## config.mk

```make
export PLATFORM = sky130hd
export DESIGN_NAME = adc_cfg_ctrl
export DESIGN_NICKNAME = d
export VERILOG_FILES = /design/src/rtl/adc_cfg_pkg.sv /design/src/rtl/adc_cfg_ctrl.sv /design/src/rtl/code_former.sv /design/src/rtl/strap_latch.sv
export SDC_FILE = /design/constraint.sdc
export NUM_CORES = 1
export LEC_CHECK = 0
export ABC_AREA = 0
export ABC_CLOCK_PERIOD_IN_PS = 2900
export BUFFER_PORTS_ARGS = -buffer_cell sky130_fd_sc_hd__buf_2
export CORE_MARGIN = 5
export CORE_UTILIZATION = 30
export DETAILED_ROUTE_END_ITERATION = 10
export PLACE_DENSITY_LB_ADDON = 0.25
export SLEW_MARGIN = 20
export SYNTH_ARGS = -nofsm -noshare
export SYNTH_HDL_FRONTEND = slang
export SYNTH_HIERARCHICAL = 1
export SYNTH_SLANG_ARGS = --single-unit
```

## constraint.sdc

```tcl
create_clock -name mclk_in -period 2.9 [get_ports mclk_in]
set_input_delay 0.145 -clock mclk_in [delete_from_list [all_inputs] [get_ports mclk_in]]
set_output_delay 0.145 -clock mclk_in [all_outputs]
set_load 0.02 [all_outputs]
```

## src/rtl/adc_cfg_pkg.sv

```systemverilog
// Constants shared by the converter configuration logic.
package adc_cfg_pkg;
  // Register byte offsets on the APB.
  localparam logic [7:0] OFS_CTRL = 8'h00;
  localparam logic [7:0] OFS_RANGE = 8'h04;
  localparam logic [7:0] OFS_SEQ0 = 8'h08;
  localparam logic [7:0] OFS_SEQ1 = 8'h0C;
  localparam logic [7:0] OFS_STATUS = 8'h10;
  // Control register fields.
  localparam int CTRL_SEQ_EN_BIT = 0;
  localparam int CTRL_SEQ_LAST_LSB = 4;
  localparam int CTRL_MAN_A_LSB = 8;
  localparam int CTRL_MAN_B_LSB = 12;
  // Status register fields.
  localparam int STAT_SW_MODE_BIT = 0;
  localparam int STAT_INT_REF_BIT = 1;
  localparam int STAT_SETTLING_BIT = 2;
  localparam int STAT_CFG_READY_BIT = 3;
  localparam int STAT_HW_RANGE_LSB = 4;
  localparam int STAT_SEQ_PTR_LSB = 8;
  localparam int STAT_SEL_A_LSB = 16;
  localparam int STAT_SEL_B_LSB = 20;
  // Reset values.
  localparam logic [31:0] CTRL_RST = 32'h0000_0000;
  localparam logic [31:0] RANGE_RST = 32'hFFFF_FFFF;
  localparam logic [63:0] SEQ_RST = 64'h0000_0000_0000_0000;
  // Input range codes, shared by strap pins and range fields.
  localparam logic [1:0] RNG_REGS = 2'h0;
  localparam logic [1:0] RNG_2V5 = 2'h1;
  localparam logic [1:0] RNG_5V = 2'h2;
  localparam logic [1:0] RNG_10V = 2'h3;
  // Channel select codes: 0 to 7 analog, then two diagnostics.
  localparam logic [3:0] DIAG_VCC = 4'h8;
  localparam logic [3:0] DIAG_LDO = 4'h9;
  // Range settling time after a strap change.
  localparam int SETTLE_US = 120;
  localparam int CLK_MHZ = 125;
  localparam int SETTLE_CYCLES = SETTLE_US * CLK_MHZ;
  // Conversion word and quarter-LSB input fraction.
  localparam int CODE_W = 16;
  localparam int FRAC_BITS = 2;
  localparam int SAMPLE_W = CODE_W + FRAC_BITS + 2;
endpackage

```

## src/rtl/adc_cfg_ctrl.sv

```systemverilog
// Configuration, channel selection and APB registers of the converter.

////////////////////////////////////////////////////////////////////////////
module adc_cfg_ctrl #(
  parameter int SETTLE_CYCLES = adc_cfg_pkg::SETTLE_CYCLES,
  parameter int SEQ_LEN = 8
) (
  input wire logic mclk_in,
  input wire logic rst_n_in,
  input wire logic psel_in,
  input wire logic penable_in,
  input wire logic pwrite_in,
  input wire logic [7:0] paddr_in,
  input wire logic [31:0] pwdata_in,
  output logic [31:0] prdata_out,
  output logic pready_out,
  output logic pslverr_out,
  input wire logic range_strap_lo_in,
  input wire logic range_strap_hi_in,
  input wire logic reference_source_pin_in,
  input wire logic [2:0] pair_select_pins_in,
  input wire logic conv_start_in,
  input wire logic signed [adc_cfg_pkg::SAMPLE_W-1:0] sample_in,
  input wire logic sample_valid_in,
  output logic sw_mode_out,
  output logic int_ref_en_out,
  output logic cfg_ready_out,
  output logic [3:0] conv_a_sel_out,
  output logic [3:0] conv_b_sel_out,
  output logic [1:0] range_a_out,
  output logic [1:0] range_b_out,
  output logic settling_out,
  output logic [adc_cfg_pkg::CODE_W-1:0] result_out,
  output logic result_valid_out
);
  localparam int CNT_W = $clog2(SETTLE_CYCLES + 1);
  localparam int PTR_W = $clog2(SEQ_LEN);

  ////////////////////////////////////////////////////////////////////////
  // State.

  typedef struct packed {
    logic seq_en;
    logic [PTR_W-1:0] seq_last;
    logic [3:0] man_a;
    logic [3:0] man_b;
    logic [31:0] ranges;
    logic [SEQ_LEN*8-1:0] seq;
    logic [PTR_W-1:0] seq_ptr;
    logic [1:0] hw_range;
    logic [CNT_W-1:0] settle_cnt;
    logic settling;
    logic [3:0] sel_a;
    logic [3:0] sel_b;
    logic [1:0] range_a;
    logic [1:0] range_b;
    logic [31:0] prdata;
    logic pready;
    logic pslverr;
  } ctrl_t;

  localparam ctrl_t CTRL_STATE_RST = '{
    seq_en: adc_cfg_pkg::CTRL_RST[adc_cfg_pkg::CTRL_SEQ_EN_BIT],
    seq_last: '0,
    man_a: '0,
    man_b: '0,
    ranges: adc_cfg_pkg::RANGE_RST,
    seq: (SEQ_LEN*8)'(adc_cfg_pkg::SEQ_RST),
    seq_ptr: '0,
    hw_range: adc_cfg_pkg::RNG_REGS,
    settle_cnt: '0,
    settling: 1'b0,
    sel_a: '0,
    sel_b: '0,
    range_a: adc_cfg_pkg::RNG_10V,
    range_b: adc_cfg_pkg::RNG_10V,
    prdata: '0,
    pready: 1'b0,
    pslverr: 1'b0
  };

  ctrl_t st;
  ctrl_t next_st;
  logic sw_mode;
  logic cfg_ready;
  logic int_ref;
  logic [1:0] strap_code;
  logic setup_phase;
  logic access_done;
  logic addr_known;
  logic cfg_addr;

  ////////////////////////////////////////////////////////////////////////
  // Helper functions.

  // Maps a range code to the applied range; the register code means
  // the default range when nothing else selects one.
  function automatic logic [1:0] eff_range(input logic [1:0] code);
    eff_range = (code == adc_cfg_pkg::RNG_REGS) ?
      adc_cfg_pkg::RNG_10V : code;
  endfunction

  // Looks up the range field of one channel; diagnostics use the default.
  function automatic logic [1:0] chan_range(input logic [31:0] ranges,
                                            input logic bank_b,
                                            input logic [3:0] sel);
    logic [3:0] idx;
    idx = {bank_b, sel[2:0]};
    if (sel[3]) begin
      chan_range = adc_cfg_pkg::RNG_10V;
    end else begin
      chan_range = eff_range(ranges[{idx, 1'b0} +: 2]);
    end
  endfunction

  ////////////////////////////////////////////////////////////////////////
  // Submodules.

  strap_latch u_strap (
    .mclk_in(mclk_in),
    .rst_n_in(rst_n_in),
    .range_strap_lo_in(range_strap_lo_in),
    .range_strap_hi_in(range_strap_hi_in),
    .reference_source_pin_in(reference_source_pin_in),
    .sw_mode_out(sw_mode),
    .int_ref_en_out(int_ref),
    .cfg_ready_out(cfg_ready)
  );

  code_former u_former (
    .mclk_in(mclk_in),
    .rst_n_in(rst_n_in),
    .sample_in(sample_in),
    .sample_valid_in(sample_valid_in),
    .result_out(result_out),
    .result_valid_out(result_valid_out)
  );

  ////////////////////////////////////////////////////////////////////////
  // Next-state logic.

  // Strap code and bus decode terms used by the register logic.
  assign strap_code = {range_strap_hi_in, range_strap_lo_in};
  assign setup_phase = psel_in && !penable_in;
  assign access_done = psel_in && penable_in && st.pready;
  assign cfg_addr = paddr_in == adc_cfg_pkg::OFS_CTRL ||
                    paddr_in == adc_cfg_pkg::OFS_RANGE ||
                    paddr_in == adc_cfg_pkg::OFS_SEQ0 ||
                    paddr_in == adc_cfg_pkg::OFS_SEQ1;
  assign addr_known = cfg_addr || paddr_in == adc_cfg_pkg::OFS_STATUS;

  // Computes the whole next state: bus, selection, ranges and settling.
  always_comb begin
    next_st = st;
    next_st.pready = 1'b0;
    next_st.pslverr = 1'b0;

    // The answer is prepared in the setup phase and stands one cycle.
    if (setup_phase) begin
      next_st.pready = 1'b1;
      next_st.prdata = '0;
      next_st.pslverr = !addr_known ||
                        (pwrite_in && cfg_addr && !sw_mode);
      if (!pwrite_in) begin
        case (paddr_in)
          adc_cfg_pkg::OFS_CTRL: begin
            next_st.prdata[adc_cfg_pkg::CTRL_SEQ_EN_BIT] = st.seq_en;
            next_st.prdata[adc_cfg_pkg::CTRL_SEQ_LAST_LSB +: PTR_W] =
              st.seq_last;
            next_st.prdata[adc_cfg_pkg::CTRL_MAN_A_LSB +: 4] = st.man_a;
            next_st.prdata[adc_cfg_pkg::CTRL_MAN_B_LSB +: 4] = st.man_b;
          end
          adc_cfg_pkg::OFS_RANGE: next_st.prdata = st.ranges;
          adc_cfg_pkg::OFS_SEQ0: next_st.prdata = st.seq[31:0];
          adc_cfg_pkg::OFS_SEQ1: next_st.prdata = st.seq[63:32];
          adc_cfg_pkg::OFS_STATUS: begin
            next_st.prdata[adc_cfg_pkg::STAT_SW_MODE_BIT] = sw_mode;
            next_st.prdata[adc_cfg_pkg::STAT_INT_REF_BIT] = int_ref;
            next_st.prdata[adc_cfg_pkg::STAT_SETTLING_BIT] = st.settling;
            next_st.prdata[adc_cfg_pkg::STAT_CFG_READY_BIT] = cfg_ready;
            next_st.prdata[adc_cfg_pkg::STAT_HW_RANGE_LSB +: 2] =
              st.hw_range;
            next_st.prdata[adc_cfg_pkg::STAT_SEQ_PTR_LSB +: PTR_W] =
              st.seq_ptr;
            next_st.prdata[adc_cfg_pkg::STAT_SEL_A_LSB +: 4] = st.sel_a;
            next_st.prdata[adc_cfg_pkg::STAT_SEL_B_LSB +: 4] = st.sel_b;
          end
          default: next_st.prdata = '0;
        endcase
      end
    end

    if (access_done && pwrite_in && sw_mode && cfg_ready) begin
      case (paddr_in)
        adc_cfg_pkg::OFS_CTRL: begin
          next_st.seq_en = pwdata_in[adc_cfg_pkg::CTRL_SEQ_EN_BIT];
          next_st.seq_last =
            pwdata_in[adc_cfg_pkg::CTRL_SEQ_LAST_LSB +: PTR_W];
          next_st.man_a = pwdata_in[adc_cfg_pkg::CTRL_MAN_A_LSB +: 4];
          next_st.man_b = pwdata_in[adc_cfg_pkg::CTRL_MAN_B_LSB +: 4];
          next_st.seq_ptr = '0;
        end
        adc_cfg_pkg::OFS_RANGE: next_st.ranges = pwdata_in;
        adc_cfg_pkg::OFS_SEQ0: next_st.seq[31:0] = pwdata_in;
        adc_cfg_pkg::OFS_SEQ1: next_st.seq[63:32] = pwdata_in;
        default: next_st.seq_en = st.seq_en;
      endcase
    end

    if (cfg_ready && !sw_mode) begin
      if (conv_start_in) begin
        next_st.sel_a = {1'b0, pair_select_pins_in};
        next_st.sel_b = {1'b0, pair_select_pins_in};
      end
      if (strap_code != st.hw_range) begin
        next_st.hw_range = strap_code;
        next_st.settle_cnt = CNT_W'(SETTLE_CYCLES);
      end else if (st.settle_cnt != '0) begin
        next_st.settle_cnt = st.settle_cnt - 1'b1;
      end
      next_st.range_a = eff_range(strap_code);
      next_st.range_b = eff_range(strap_code);
    end else if (cfg_ready) begin
      if (conv_start_in && st.seq_en) begin
        next_st.sel_a = st.seq[{st.seq_ptr, 3'h0} +: 4];
        next_st.sel_b = st.seq[{st.seq_ptr, 3'h4} +: 4];
        next_st.seq_ptr = (st.seq_ptr == st.seq_last) ? '0 :
          PTR_W'(st.seq_ptr + 1'b1);
      end else if (conv_start_in) begin
        next_st.sel_a = st.man_a;
        next_st.sel_b = st.man_b;
      end
      next_st.range_a = chan_range(st.ranges, 1'b0, next_st.sel_a);
      next_st.range_b = chan_range(st.ranges, 1'b1, next_st.sel_b);
      next_st.settle_cnt = '0;
    end
    next_st.settling = next_st.settle_cnt != '0;
  end

  ////////////////////////////////////////////////////////////////////////
  // State register.

  // Synchronous reset returns every field to its documented default.
  always_ff @(posedge mclk_in) begin
    if (!rst_n_in) begin
      st <= CTRL_STATE_RST;
    end else begin
      st <= next_st;
    end
  end

  // Outputs come straight from flip-flops here or in the submodules.
  assign prdata_out = st.prdata;
  assign pready_out = st.pready;
  assign pslverr_out = st.pslverr;
  assign sw_mode_out = sw_mode;
  assign int_ref_en_out = int_ref;
  assign cfg_ready_out = cfg_ready;
  assign conv_a_sel_out = st.sel_a;
  assign conv_b_sel_out = st.sel_b;
  assign range_a_out = st.range_a;
  assign range_b_out = st.range_b;
  assign settling_out = st.settling;
endmodule

```

## src/rtl/code_former.sv

```systemverilog
// Rounds a fine sample to a saturated 16-bit twos-complement code.
module code_former #(
  parameter int SW = adc_cfg_pkg::SAMPLE_W
) (
  input wire logic mclk_in,
  input wire logic rst_n_in,
  input wire logic signed [SW-1:0] sample_in,
  input wire logic sample_valid_in,
  output logic [adc_cfg_pkg::CODE_W-1:0] result_out,
  output logic result_valid_out
);
  localparam int CW = adc_cfg_pkg::CODE_W;
  localparam int FB = adc_cfg_pkg::FRAC_BITS;
  localparam logic signed [SW-1:0] HALF = SW'(1 << (FB - 1));
  localparam logic signed [SW-1:0] MAXV = SW'((1 << (CW - 1)) - 1);
  localparam logic signed [SW-1:0] MINV = -SW'(1 << (CW - 1));

  typedef struct packed {
    logic [CW-1:0] code;
    logic valid;
  } former_t;

  former_t st;
  former_t next_st;
  // One spare bit keeps the rounding carry from wrapping at full scale.
  logic signed [SW:0] rounded;

  always_comb begin
    rounded = ((SW+1)'(sample_in) + (SW+1)'(HALF)) >>> FB;
    next_st.valid = sample_valid_in;
    next_st.code = st.code;
    if (sample_valid_in) begin
      if (rounded > MAXV) begin
        next_st.code = MAXV[CW-1:0];
      end else if (rounded < MINV) begin
        next_st.code = MINV[CW-1:0];
      end else begin
        next_st.code = rounded[CW-1:0];
      end
    end
  end

  // Registers the code so the output comes from a flip-flop.
  always_ff @(posedge mclk_in) begin
    if (!rst_n_in) begin
      st <= '0;
    end else begin
      st <= next_st;
    end
  end

  assign result_out = st.code;
  assign result_valid_out = st.valid;
endmodule

```

## src/rtl/strap_latch.sv

```systemverilog
// Capture of mode and reference straps at full-reset release.
module strap_latch (
  input wire logic mclk_in,
  input wire logic rst_n_in,
  input wire logic range_strap_lo_in,
  input wire logic range_strap_hi_in,
  input wire logic reference_source_pin_in,
  output logic sw_mode_out,
  output logic int_ref_en_out,
  output logic cfg_ready_out
);
  typedef struct packed {
    logic captured;
    logic sw_mode;
    logic int_ref;
  } strap_t;

  strap_t st;
  strap_t next_st;

  // Straps are sampled once, on the first edge after reset release.
  always_comb begin
    next_st = st;
    if (!st.captured) begin
      next_st.captured = 1'b1;
      next_st.sw_mode = !range_strap_lo_in && !range_strap_hi_in;
      next_st.int_ref = reference_source_pin_in;
    end
  end

  always_ff @(posedge mclk_in) begin
    if (!rst_n_in) begin
      st <= '0;
    end else begin
      st <= next_st;
    end
  end

  assign sw_mode_out = st.sw_mode;
  assign int_ref_en_out = st.int_ref;
  assign cfg_ready_out = st.captured;
endmodule

```

==> impl.org <==
** Outcome
- The flow ran to the end, and the final reports show no timing, DRC or antenna violations.

** Cells and area
- Layout Nets :: roughly 1.4k
- Registers take 3880 um2.
- Multi-input gate area in the final layout :: 5470 um2
- Layout overhead on the synthesized area :: 16.4%
- Measured on the finished design, the core utilization comes to a little over a third.
- Filler Cells Inserted :: approximately 3.5k
- Fraction of layout instances using a drive strength above 1 :: 21.2%
- ANT cells :: 0

** Critical path
- The number of buffers and inverters on the critical path is 2.
- At the worst endpoint, the required time is ~3200 ps.
- Type of the worst setup path :: reg2reg
- Along the worst path, the maximum fanout reaches 17.
- The critical path goes through buf_12 > mux4_2 > nor2_2 > o31ai_2 > buf_4 > mux2i_1 > mux2i_1 > mux2i_1 > a21oi_1 > or4b_1.
- Critical path arrival :: 3030 ps
- Critical-path top delay cell :: mux4_2
- Cell family with the largest share of critical-path delay :: multiplexers
- The cell that appears most often on the critical path is mux2i_1.
- For this run, the slowest stage of the critical path takes around 520 ps.
- The worst setup path is launched from a flop.
- Critical Path End Type :: flop

** Global route
- The first global-routing pass estimated 54700 um of wire.
- Number of global-route vias before repair :: 8851
- Largest net degree at the start of global routing :: about 130
- Total track usage :: 18.3%
- Global route overflow :: 0
- Initial antenna violation count :: 0

** Route
- Dividing the detail-routed via count by the number of cells gives 5.13.
- DRT antenna net count :: 0
- For this block, the via count after detailed routing is 9247.
- Wire length per cell after detailed routing :: 19.6 um
- After detailed routing, the number of remaining DRC violations is 0.
- Before antenna repair, the detailed router went through 9 iterations.
- Detailed-route wire length :: approximately 35000 um
- Initial drt markers :: 836

** Floorplanning
- Ports :: 140
- The initial utilization of the core area, before any placement, comes to 30.4%.
- Area inside the core boundary :: around 33000 um2
- The die covers 37600 um2.
- The floorplan has 67 rows.
- From bottom edge to top edge, the die measures 194 um.
- The die is slightly below 200 um wide.

** Timing
- Dividing the final minimum period by the clock period gives 93.5%.
- Number of pins with negative max-slew slack in the final report :: 0
- Final hold analysis gives a worst-case slack of 13.5 ps.
- RSZ-0062 raised after global routing :: no
- Setup violations remaining at the end of the flow were counted as 0.
- In this run the tightest slew margin relative to its limit is 47.0%.
- Final Critical Period :: ~2700 ps
- Total Negative Setup Slacks :: 0 ps
- Final hold violation count :: 0
- Setup Skew :: 13.2 ps
- At the pin with the least slew margin, the transition time is 794 ps.
- Derived from the worst setup path, the maximum achievable clock frequency is around 370 MHz.

** Synthesis
- For this run, the leading register cell type out of synthesis is dfxtp_1.
- The mapped netlist covers between 10000 and 15000 um2.
- Synth Net Count :: 1325
- The cell count after synthesis came out at roughly 1.2k.
- EDFF count, synth :: 0
- The largest total area in the synthesized netlist belongs to dfxtp_1.
- Count leader, synth :: nand2_1
- The share of synthesized area in the top cell type comes to about two fifths.
- Average cell area after synthesis :: about 8.1 um2
- Synthesis inferred 194 register bits.
- Synth unique cells :: 75
- Count of warnings emitted by yosys :: 6
- Commonest cells in the synthesized netlist :: nand2_1 (262), dfxtp_1 (194), a21oi_1 (136)
- Summing the sequential cell areas from Yosys gives about two fifths of the chip area.
- Biggest area contributors in the synthesized netlist :: dfxtp_1 (38%), nand2_1 (9.7%), a21oi_1 (6.7%)
- Fraction of registers with async set/reset :: 0%

** Placed design
- Final RePlAce weighted congestion :: 0.846
- Input and output buffers added on the ports amount to 138.
- Summed over all nets, the half-perimeter wirelength after detailed placement is 25400 um.

** Clock tree
- In this run the number of H-tree levels came out at 4.
- Counting the buffers created by CTS gives 17.
- Clock root buffer :: clkbuf_16
- Clock tree from TritonCTS :: yes
- CTS saw 194 sinks.
- At the later pin of the worst-skew pair, clock insertion delay measures around 440 ps.
- CTS Buffer Depth :: 2
- Number of setup buffers added after CTS :: 0
- Clock transition at the register clock pins on the worst setup and hold paths after CTS :: ~70 ps
- In this run, post-CTS repair resized a total of 0 instances.
- Number of hold buffers added after CTS :: 30

** Power
- In this run the static leakage power is ~4.5 nW.
- Power per Cell Area :: 485 nW/um2
- Overall power consumption after layout is estimated at 5.73 mW.
- Max rail drop VDD :: 0.414 mV

** Hold path
- Path category of the worst min-delay check :: in2reg

** Run
- Max cap viols :: 0
[sequential cells by signal, indices dropped and copies added (netlist names)]
name,flops
st,127
prdata_out,32
u_former/result_out,16
conv_a_sel_out,4
conv_b_sel_out,4
range_a_out,2
range_b_out,2
pready_out,1
pslverr_out,1
settling_out,1
u_former/result_valid_out,1
u_strap/cfg_ready_out,1
u_strap/int_ref_en_out,1
u_strap/sw_mode_out,1
[stage by stage]
stage	setup slack, ps	cell area, um2	std cells
final	189	11800	1803
after global placement	226	11000	1741
after floorplan	607	10200	1249
after detailed placement	195	11000	1741
after global routing	46.5	11800	1803
after CTS	192	11800	1803
[layout make-up]
| type | count | area share [%] |
|---|---|---|
| Inverter | 11 | 0.370 |
| Clock inverter | 12 | 0.825 |
| Tap cell | 448 | 4.74 |
| Timing Repair Buffer | 204 | 11.1 |
| Sequential cell | 194 | 32.8 |
| Multi-Input combinational cell | 914 | 46.2 |
| Clock buffer | 20 | 3.95 |
[worst reg2reg max path: stages, from the launching register on]
cell,delay [ps]
dfxtp_1,420
buf_12,200
mux4_2,530
nor2_2,110
o31ai_2,70
buf_4,190
mux2i_1,190
mux2i_1,110
mux2i_1,190
a21oi_1,120
or4b_1,460
[placed cells by master (no fill, tap or decap), types with 4 or more instances in the layout]
cell and count:
o21ai_0 53, nor2_1 87, mux4_2 10, a22oi_1 36
nand2_2 10, nor3_1 17, nor2b_1 8, mux2i_1 66
nand3_1 59, nand3b_1 5, a21oi_2 10, o22ai_1 7
inv_1 10, clkbuf_16 17, buf_2 138, and2_1 6
and3_1 5, dlygate4sd3_1 30, buf_12 4, dfxtp_1 194
clkinvlp_4 5, nor4_1 8, a21oi_1 136, nand2_1 262
mux2_2 21, a222oi_1 5, xnor2_1 14, buf_4 32
nand2b_1 9, xor2_1 6, and2b_1 5
[layer usage]
metal	global-route usage, %	vias up	routed length, um
met4	4.45	0	539
met1	26.4	4424	16700
met5	0	-	0
met2	28.5	306	16000
li1	-	4483	-
met3	3.30	34	2120
[cells by family (layout without fill, tap and decap cells)]
kind of cell / after synthesis / after routing / share of synthesized area (%)
AO/OA/AOI/OAI: 281 / 281 / 17.4
XOR/XNOR: 20 / 20 / 1.72
adder cells (fa/ha/maj): 3 / 3 / 0.369
buffers and inverters: 141 / 247 / 8.07
flip-flops: 194 / 194 / 38.2
multiplexers: 98 / 98 / 11.2
AND/OR/NAND/NOR: 512 / 512 / 23.0
[path summary, 6_finish.rpt]
path / from / end / slack (ps) / depth (start not counted)
max: st[63] / range_b_out[1] / 190 / 10
min: pwdata_in[5] / st[103] / 10 / 3
max reg2reg: st[63] / range_b_out[1] / 190 / 10
min reg2reg: prdata_out[1] / prdata_out[1] / 450 / 2
[power breakdown]
group          switching [mW]  internal, mW
clock network            1.12          1.18
registers              0.0493          2.71
logic                   0.413         0.252
Power figures use the tool's default switching activity.
